## src/hdl/compare_channel_regs.svh

```systemverilog
// register offsets, field positions, reset values for the compare channel
// included by the package user modules; definitions only
`ifndef COMPARE_CHANNEL_REGS_SVH
`define COMPARE_CHANNEL_REGS_SVH
`define CC_CTRL_OFFSET     4'h0
`define CC_PRIMARY_OFFSET  4'h4
`define CC_SECOND_OFFSET   4'h8
`define CC_STATUS_OFFSET   4'hc
`define CC_ON_BIT          15
`define CC_STOP_IN_IDLE_BIT        13
`define CC_WIDE_BIT        5
`define CC_FLT_BIT         4
`define CC_TSEL_BIT        3
`define CC_IE_BIT          0
`define CC_CTRL_RESET      32'h0000_0000
`define CC_VALUE_RESET     32'h0000_0000
`define CC_CTRL_WMASK      32'h0000_a02f
`endif

```

## src/hdl/compare_channel_pkg.sv

```systemverilog
// types shared by the compare channel files
// assumes the register header defines the constants
package compare_channel_pkg;
    typedef enum logic [2:0] {
        MODE_OFF    = 3'h0,
        MODE_SETHI  = 3'h1,
        MODE_SETLO  = 3'h2,
        MODE_TOGGLE = 3'h3,
        MODE_ONCE   = 3'h4,
        MODE_TRAIN  = 3'h5,
        MODE_PWM    = 3'h6,
        MODE_PWMFLT = 3'h7
    } cmp_mode_t;

    typedef struct packed {
        logic      enable;
        logic      stopIdle;
        logic      wide;
        logic      timerSel;
        cmp_mode_t mode;
    } cmp_cfg_t;

    typedef struct packed {
        logic [3:0]  addr;
        logic [31:0] wdata;
        logic        wr;
        logic        rd;
    } reg_req_t;
endpackage : compare_channel_pkg

```

## src/hdl/compare_matcher.sv

```systemverilog
// compare_matcher: equality of primary and secondary values with the timer
// assumes timer counts are already on ref_clk
`timescale 1ns/1ps
`include "compare_channel_regs.svh"
module compare_matcher
    import compare_channel_pkg::*;
(
    input  wire logic        wide,
    input  wire logic        timerSel,
    input  wire logic [15:0] secondTimer,
    input  wire logic [15:0] thirdTimer,
    input  wire logic [31:0] primaryValue,
    input  wire logic [31:0] secondaryValue,
    output logic             primaryHit,
    output logic             secondaryHit,
    output logic [31:0]      timerNow
);
    // selected count, second timer is low half in wide mode
    always_comb begin
        if (wide)
            timerNow = {thirdTimer, secondTimer};
        else if (timerSel)
            timerNow = {16'h0000, thirdTimer};
        else
            timerNow = {16'h0000, secondTimer};
    end

    // only the low halves count in narrow mode
    assign primaryHit   = wide ? (primaryValue == timerNow)
                               : (primaryValue[15:0] == timerNow[15:0]);
    assign secondaryHit = wide ? (secondaryValue == timerNow)
                               : (secondaryValue[15:0] == timerNow[15:0]);
endmodule : compare_matcher

```

## src/hdl/output_compare_channel.sv

```systemverilog
// output_compare_channel: one compare channel with control, values, pin logic
// assumes timers, idle and fault come from outside; fault is a pin
//
// The register addresses and strobed register access are this design's own decisions.
`timescale 1ns/1ps
`include "compare_channel_regs.svh"
module output_compare_channel
    import compare_channel_pkg::*;
#(
    parameter int TIMER_W = 16
) (
    input  wire logic               ref_clk,
    input  wire logic               nrst,
    input  wire logic [3:0]         regAddr,
    input  wire logic [31:0]        regWdata,
    input  wire logic               regWr,
    input  wire logic               regRd,
    output logic      [31:0]        regRdata,
    input  wire logic [TIMER_W-1:0] secondTimer,
    input  wire logic [TIMER_W-1:0] thirdTimer,
    input  wire logic               periodRestart,
    input  wire logic               cpuIdle,
    input  wire logic               faultPin,
    output logic                    compareOutputPin,
    output logic                    compareIrq
);
    reg_req_t    req;
    cmp_cfg_t    cfg;
    logic        ctrlIe_q;
    logic [31:0] primary_q;
    logic [31:0] secondary_q;
    logic        pin_q;
    logic        pin_d;
    logic        fault_q;
    logic        pulseDone_q;
    logic        event_q;
    logic        fltSync1_q;
    logic        fltSync2_q;
    logic        primaryHit;
    logic        secondaryHit;
    logic [31:0] timerNow;
    logic        running;
    logic        pwmMode;
    logic [31:0] rdata_q;
    logic [31:0] wideCount;

    // write decode shared by every register that software can load
    function automatic logic wrTo(input reg_req_t r, input logic [3:0] a);
        return r.wr && r.addr == a;
    endfunction : wrTo

    assign req = '{addr: regAddr, wdata: regWdata, wr: regWr, rd: regRd};

    // both timers side by side, the word a wide compare must match
    assign wideCount = {thirdTimer[15:0], secondTimer[15:0]};

    // fault pin is asynchronous; two flops before use
    always_ff @(posedge ref_clk or negedge nrst) begin
        if (!nrst) begin
            fltSync1_q <= 1'b0;
            fltSync2_q <= 1'b0;
        end else begin
            fltSync1_q <= faultPin;
            fltSync2_q <= fltSync1_q;
        end
    end

    // control register; unimplemented bits never stored
    always_ff @(posedge ref_clk or negedge nrst) begin
        if (!nrst) begin
            cfg      <= '{enable: 1'b0, stopIdle: 1'b0, wide: 1'b0,
                          timerSel: 1'b0, mode: MODE_OFF};
            ctrlIe_q <= 1'b0;
        end else if (wrTo(req, `CC_CTRL_OFFSET)) begin
            cfg.enable   <= req.wdata[`CC_ON_BIT];
            cfg.stopIdle <= req.wdata[`CC_STOP_IN_IDLE_BIT];
            cfg.wide     <= req.wdata[`CC_WIDE_BIT];
            cfg.timerSel <= req.wdata[`CC_TSEL_BIT];
            cfg.mode     <= cmp_mode_t'(req.wdata[2:0]);
        end else if (wrTo(req, `CC_STATUS_OFFSET)) begin
            ctrlIe_q <= req.wdata[`CC_IE_BIT];
        end
    end

    // compare values; secondary reloads primary in pwm at period
    always_ff @(posedge ref_clk or negedge nrst) begin
        if (!nrst) begin
            primary_q   <= `CC_VALUE_RESET;
            secondary_q <= `CC_VALUE_RESET;
        end else begin
            if (wrTo(req, `CC_PRIMARY_OFFSET))
                primary_q <= req.wdata;
            else if (running && pwmMode && periodRestart)
                primary_q <= secondary_q;
            if (wrTo(req, `CC_SECOND_OFFSET))
                secondary_q <= req.wdata;
        end
    end

    compare_matcher u_matcher (
        .wide           (cfg.wide),
        .timerSel       (cfg.timerSel),
        .secondTimer    (secondTimer[15:0]),
        .thirdTimer     (thirdTimer[15:0]),
        .primaryValue   (primary_q),
        .secondaryValue (secondary_q),
        .primaryHit     (primaryHit),
        .secondaryHit   (secondaryHit),
        .timerNow       (timerNow)
    );

    // idle halts only when stop-in-idle is set; mode 000 is off
    assign running = cfg.enable && !(cfg.stopIdle && cpuIdle)
                     && cfg.mode != MODE_OFF;
    assign pwmMode = cfg.mode == MODE_PWM || cfg.mode == MODE_PWMFLT;

    // next pin level by mode
    always_comb begin
        pin_d = pin_q;
        unique case (cfg.mode)
            MODE_OFF:    pin_d = 1'b0;
            MODE_SETHI:  if (primaryHit) pin_d = 1'b1;
            MODE_SETLO:  if (primaryHit) pin_d = 1'b0;
            MODE_TOGGLE: if (primaryHit) pin_d = ~pin_q;
            MODE_ONCE, MODE_TRAIN: begin
                if (primaryHit && !pulseDone_q)
                    pin_d = 1'b1;
                else if (secondaryHit)
                    pin_d = 1'b0;
            end
            MODE_PWM, MODE_PWMFLT: begin
                if (periodRestart)
                    pin_d = 1'b1;
                else if (primaryHit)
                    pin_d = 1'b0;
                if (cfg.mode == MODE_PWMFLT && (fltSync2_q || fault_q))
                    pin_d = 1'b0;
            end
        endcase
    end

    // pin state; a control write reinitialises it for the new mode
    always_ff @(posedge ref_clk or negedge nrst) begin
        if (!nrst) begin
            pin_q <= 1'b0;
        end else if (wrTo(req, `CC_CTRL_OFFSET)) begin
            pin_q <= req.wdata[2:0] == 3'h2;
        end else if (!cfg.enable) begin
            pin_q <= 1'b0;
        end else if (running) begin
            pin_q <= pin_d;
        end
    end

    // single pulse ends after its secondary match until the next control write
    always_ff @(posedge ref_clk or negedge nrst) begin
        if (!nrst)
            pulseDone_q <= 1'b0;
        else if (wrTo(req, `CC_CTRL_OFFSET))
            pulseDone_q <= 1'b0;
        else if (running && cfg.mode == MODE_ONCE && pin_q && secondaryHit)
            pulseDone_q <= 1'b1;
    end

    // fault flag: set by hardware, cleared only by leaving fault mode or disabling the channel
    always_ff @(posedge ref_clk or negedge nrst) begin
        if (!nrst)
            fault_q <= 1'b0;
        else if (running && cfg.mode == MODE_PWMFLT && fltSync2_q)
            fault_q <= 1'b1;
        else if (cfg.mode != MODE_PWMFLT || !cfg.enable)
            fault_q <= 1'b0;
    end

    // one-cycle compare event, gated by the interrupt enable
    always_ff @(posedge ref_clk or negedge nrst) begin
        if (!nrst)
            event_q <= 1'b0;
        else
            event_q <= running && ctrlIe_q && (primaryHit
                       || (secondaryHit && (cfg.mode == MODE_ONCE
                       || cfg.mode == MODE_TRAIN)));
    end

    // read data one cycle after the strobe, zero otherwise
    always_ff @(posedge ref_clk or negedge nrst) begin
        if (!nrst) begin
            rdata_q <= 32'h0000_0000;
        end else if (req.rd) begin
            unique case (req.addr)
                `CC_CTRL_OFFSET: rdata_q <= {16'h0000, cfg.enable, 1'b0, cfg.stopIdle,
                    7'h00, cfg.wide, fault_q && cfg.mode == MODE_PWMFLT,
                    cfg.timerSel, cfg.mode};
                `CC_PRIMARY_OFFSET: rdata_q <= primary_q;
                `CC_SECOND_OFFSET:  rdata_q <= secondary_q;
                `CC_STATUS_OFFSET:  rdata_q <= {30'h0, pin_q, ctrlIe_q};
                default:            rdata_q <= 32'h0000_0000;
            endcase
        end else begin
            rdata_q <= 32'h0000_0000;
        end
    end

    assign regRdata         = rdata_q;
    assign compareOutputPin = pin_q;
    assign compareIrq       = event_q;
endmodule : output_compare_channel

```

## config.mk

```make
export PLATFORM = sky130hd
export DESIGN_NAME = output_compare_channel
export DESIGN_NICKNAME = d
export VERILOG_FILES = /design/src/hdl/compare_channel_pkg.sv /design/src/hdl/compare_matcher.sv /design/src/hdl/output_compare_channel.sv
export VERILOG_INCLUDE_DIRS = /design/src /design/src/hdl
export SDC_FILE = /design/constraint.sdc
export NUM_CORES = 1
export LEC_CHECK = 0
export ABC_AREA = 1
export BUFFER_PORTS_ARGS = -buffer_cell sky130_fd_sc_hd__buf_2
export CELL_PAD_IN_SITES_DETAIL_PLACEMENT = 1
export CELL_PAD_IN_SITES_GLOBAL_PLACEMENT = 1
export CORE_UTILIZATION = 43
export DETAILED_ROUTE_END_ITERATION = 8
export PLACE_DENSITY_LB_ADDON = 0.1
export SETUP_SLACK_MARGIN = 0.4
export SLEW_MARGIN = 20
export SYNTH_ARGS = -nofsm -noshare
export SYNTH_HDL_FRONTEND = slang
export SYNTH_SLANG_ARGS = --single-unit
```

## constraint.sdc

```tcl
create_clock -name ref_clk -period 5.21 [get_ports ref_clk]
set_input_delay 1.042 -clock ref_clk [delete_from_list [all_inputs] [get_ports ref_clk]]
set_output_delay 1.042 -clock ref_clk [all_outputs]
set_load 0.02 [all_outputs]
```

==> summary.txt <==
status: finished clean
met1 usage: 40.1%
H-tree lvl count: 3
Die Footprint: 0.0156 mm²
PostCTS Resize Cnt: 0
CTS sink cnt: 110
most used flip-flop cell after synthesis: dfrtp_1
I/O Pins: 109
RSZ-0062 raised after global routing: no
dpl ws: 1.94 ns
first-pass GRT wire length: 34.4 mm
Worst Path Arrival: 3.43 ns
DRC: 0
drt first pass iters: 5
vias in the first global route: 6465
Leak: 4.01 nW
crit path cell chain: buf_4 > inv_2 > nand2_2 > nand2_1 > nand3_1 > nand2_1 > nor2_1 > nand2_1 > nor2_1 > nand3_1 > nand2_1 > inv_1 > nand2_1 > nand2_1 > a21oi_1 > a21oi_2
CP max-delay cell: nand2_2
Syn Area/Cell: 6.68 µm²
Seq/Total Area, Yosys: 42.5%
Setup TNS Final: 0 ns
initial DRC count: 429
CORE AREA: 0.0146 mm²
Layout area overhead: 15.0%
Final nets: 1132
antenna viol nets, final: 0
Crit path largest cell delay: 0.55 ns
EDFF count, synth: 0
Pwr per Cell Area: 368 mW/mm²
total number of vias: 6569
total grt overflow: 0
# setup viols final: 0
met3 Usage GRT: 4.30%
Setup Skew: 0.0100 ns
Max-cap violations: 0
pin count of the biggest net entering global routing: 80
clock power share: 25.5%
post-synthesis cell count: 970
Placer Congestion: 0.833
Yosys reg bits: 110
Chip Width: 125 µm
sw power: 1.07 mW
largest buffer count on any clock path: 2
Worst-Margin Slew: 1.02 ns
antenna violations before repair: 0
Final Critical Period: 3.17 ns
Num CTS Buffers: 9
postcts setup bufs: 0
share of cells above drive strength 1: 13.7%
switch share: 39.0%
mapped cell area: 0.00648 mm²
n_diodes: 0
Worst VDD drop: 0.000230 V
met2 GRT Util: 44.8%
CP Launch Type: register
Max Clock Freq: 316 MHz
fin crit share: 60.8%
busiest grt layer: met2
relative slew slack: 31.3%
CTS Hold Bufs: 0
Netlist cell types: 32
Pins Over Slew Limit: 0
Via density: 5.27
Buf+Inv Stages, Crit Path: 3
Total GRT Usage: 28.2%
FFs w/ async S/R, synth: 100%
Comb pwr share: 30.8%
kind of critical path: register to register
most frequent cells in the layout: 355 x nand2_1, 131 x inv_1, 110 x dfrtp_1
Routed wire per std cell: 16.9 µm
Worst setup EP type: register
Top Family by Delay on Critical Path: simple AND/OR/NAND/NOR gates
Internal Power: 1.67 mW
Req. time, crit path: 5.47 ns
Total Wirelength: 21.0 mm
Port Buffers: 108
Syn. warnings: 0
clock root buffer: clkbuf_16
initial core utilization: 44.4%
CTS tree: yes
CP most frequent cell: nand2_1
detailed-placement wirelength estimate: 15.1 mm
Tightest Hold Check Type: register to register
Reg power frac: 43.6%
final hold viol count: 0
Clock Latency Late Sink: 0.37 ns
# rows: 44
Syn Nets: 1045
Die Y: 125 µm
CP Max Fanout: 46
commonest non-fill, non-tap cell in the layout: nand2_1
clock input transition at the sequential cells of the worst setup and hold paths: 0.08 ns
Worst Slack Setup Final: 2.04 ns
per-layer routing:
layer / vias to the layer above / part of all wire [%]
met3: 20 / 4.8
met4: 0 / 1.4
met1: 3147 / 48
met5: - / 0
met2: 169 / 46
li1: 3233 / -
power by group through the flow:
stage                     combinational [mW]  clock, mW  sequential, mW
after floorplan                        0.597          0            1.16
after global placement                 0.808          0            1.20
after detailed placement               0.838          0            1.21
after CTS                              0.848      0.712            1.19
after global routing                   0.972      0.746            1.22
final                                  0.845      0.700            1.20
stage by stage:
stage / hold slack, ns / instance area [µm²] / cells / utilization (%) / total power [mW]
2_1_floorplan: 0.331 / 6480 / 970 / - / 1.76
3_3_place_gp: 0.333 / 7150 / 1230 / 49.0 / 2.01
3_5_place_dp: 0.337 / 7150 / 1230 / 49.0 / 2.05
4_1_cts: 0.354 / 7440 / 1246 / 51.0 / 2.75
5_1_grt: 0.370 / 7450 / 1246 / 51.0 / 2.94
6_report: 0.351 / 7450 / 1246 / 51.0 / 2.74
cell type report:
cell class              instances  area [µm²]
clock inverters                 5        38.8
well taps                     184         230
clock buffers                  11         253
inverters                     134         503
fillers                      2009        7140
multi-input cells             687        3070
flip-flops and latches        110        2750
repair buffers                115         599
Yosys cell counts (3+ instances only):
cell type / n / area [µm²]
buf_4: 3 / 22.5
o21ai_0: 105 / 526
nand2_1: 357 / 1340
clkbuf_1: 27 / 101
dfrtp_1: 110 / 2750
nand3b_1: 15 / 113
a21oi_1: 28 / 140
nand4_1: 3 / 18.8
nand3_1: 98 / 490
o22ai_1: 5 / 31.3
o221ai_1: 3 / 26.3
inv_1: 131 / 492
nor3_1: 5 / 25.0
buf_2: 7 / 35.0
nor2_1: 52 / 195
worst register-to-register path, delay by kind of cell, from the launching register on:
kind                   cells  cell delay [ns]
buffers and inverters      3             0.81
flip-flops                 1             0.34
AO/OA/AOI/OAI              2             0.24
AND/OR/NAND/NOR           11             1.67
flip-flops by register name, indices dropped and copies added (netlist names):
signal,flops
cfg,7
compareIrq,1
compareOutputPin,1
ctrlIe_q,1
fault_q,1
fltSync1_q,1
fltSync2_q,1
primary_q,32
pulseDone_q,1
regRdata,32
secondary_q,32
logic make-up after synthesis:
group / Yosys count / share of synthesized area [%]
and+or+nand+nor: 538 / 34.8
buffers and inverters: 173 / 10.5
AOI/OAI and AO/OA: 148 / 12.1
DFF: 110 / 42.5
muxes: 1 / 0.174
worst paths after layout:
| check | to | start | cells after the start | slack [ns] |
|---|---|---|---|---|
| max in group asynchronous | cfg[1] | nrst | 2 | 3.55 |
| worst max register to register | compareOutputPin | cfg[4] | 16 | 2.04 |
| worst max-delay path | compareOutputPin | cfg[4] | 16 | 2.04 |
| worst min register to register | fltSync2_q | fltSync1_q | 0 | 0.35 |
| worst min-delay path | fltSync2_q | fltSync1_q | 0 | 0.35 |
| min in group asynchronous | secondary_q[17] | nrst | 1 | 0.72 |
(Power assumes the default switching activity.)
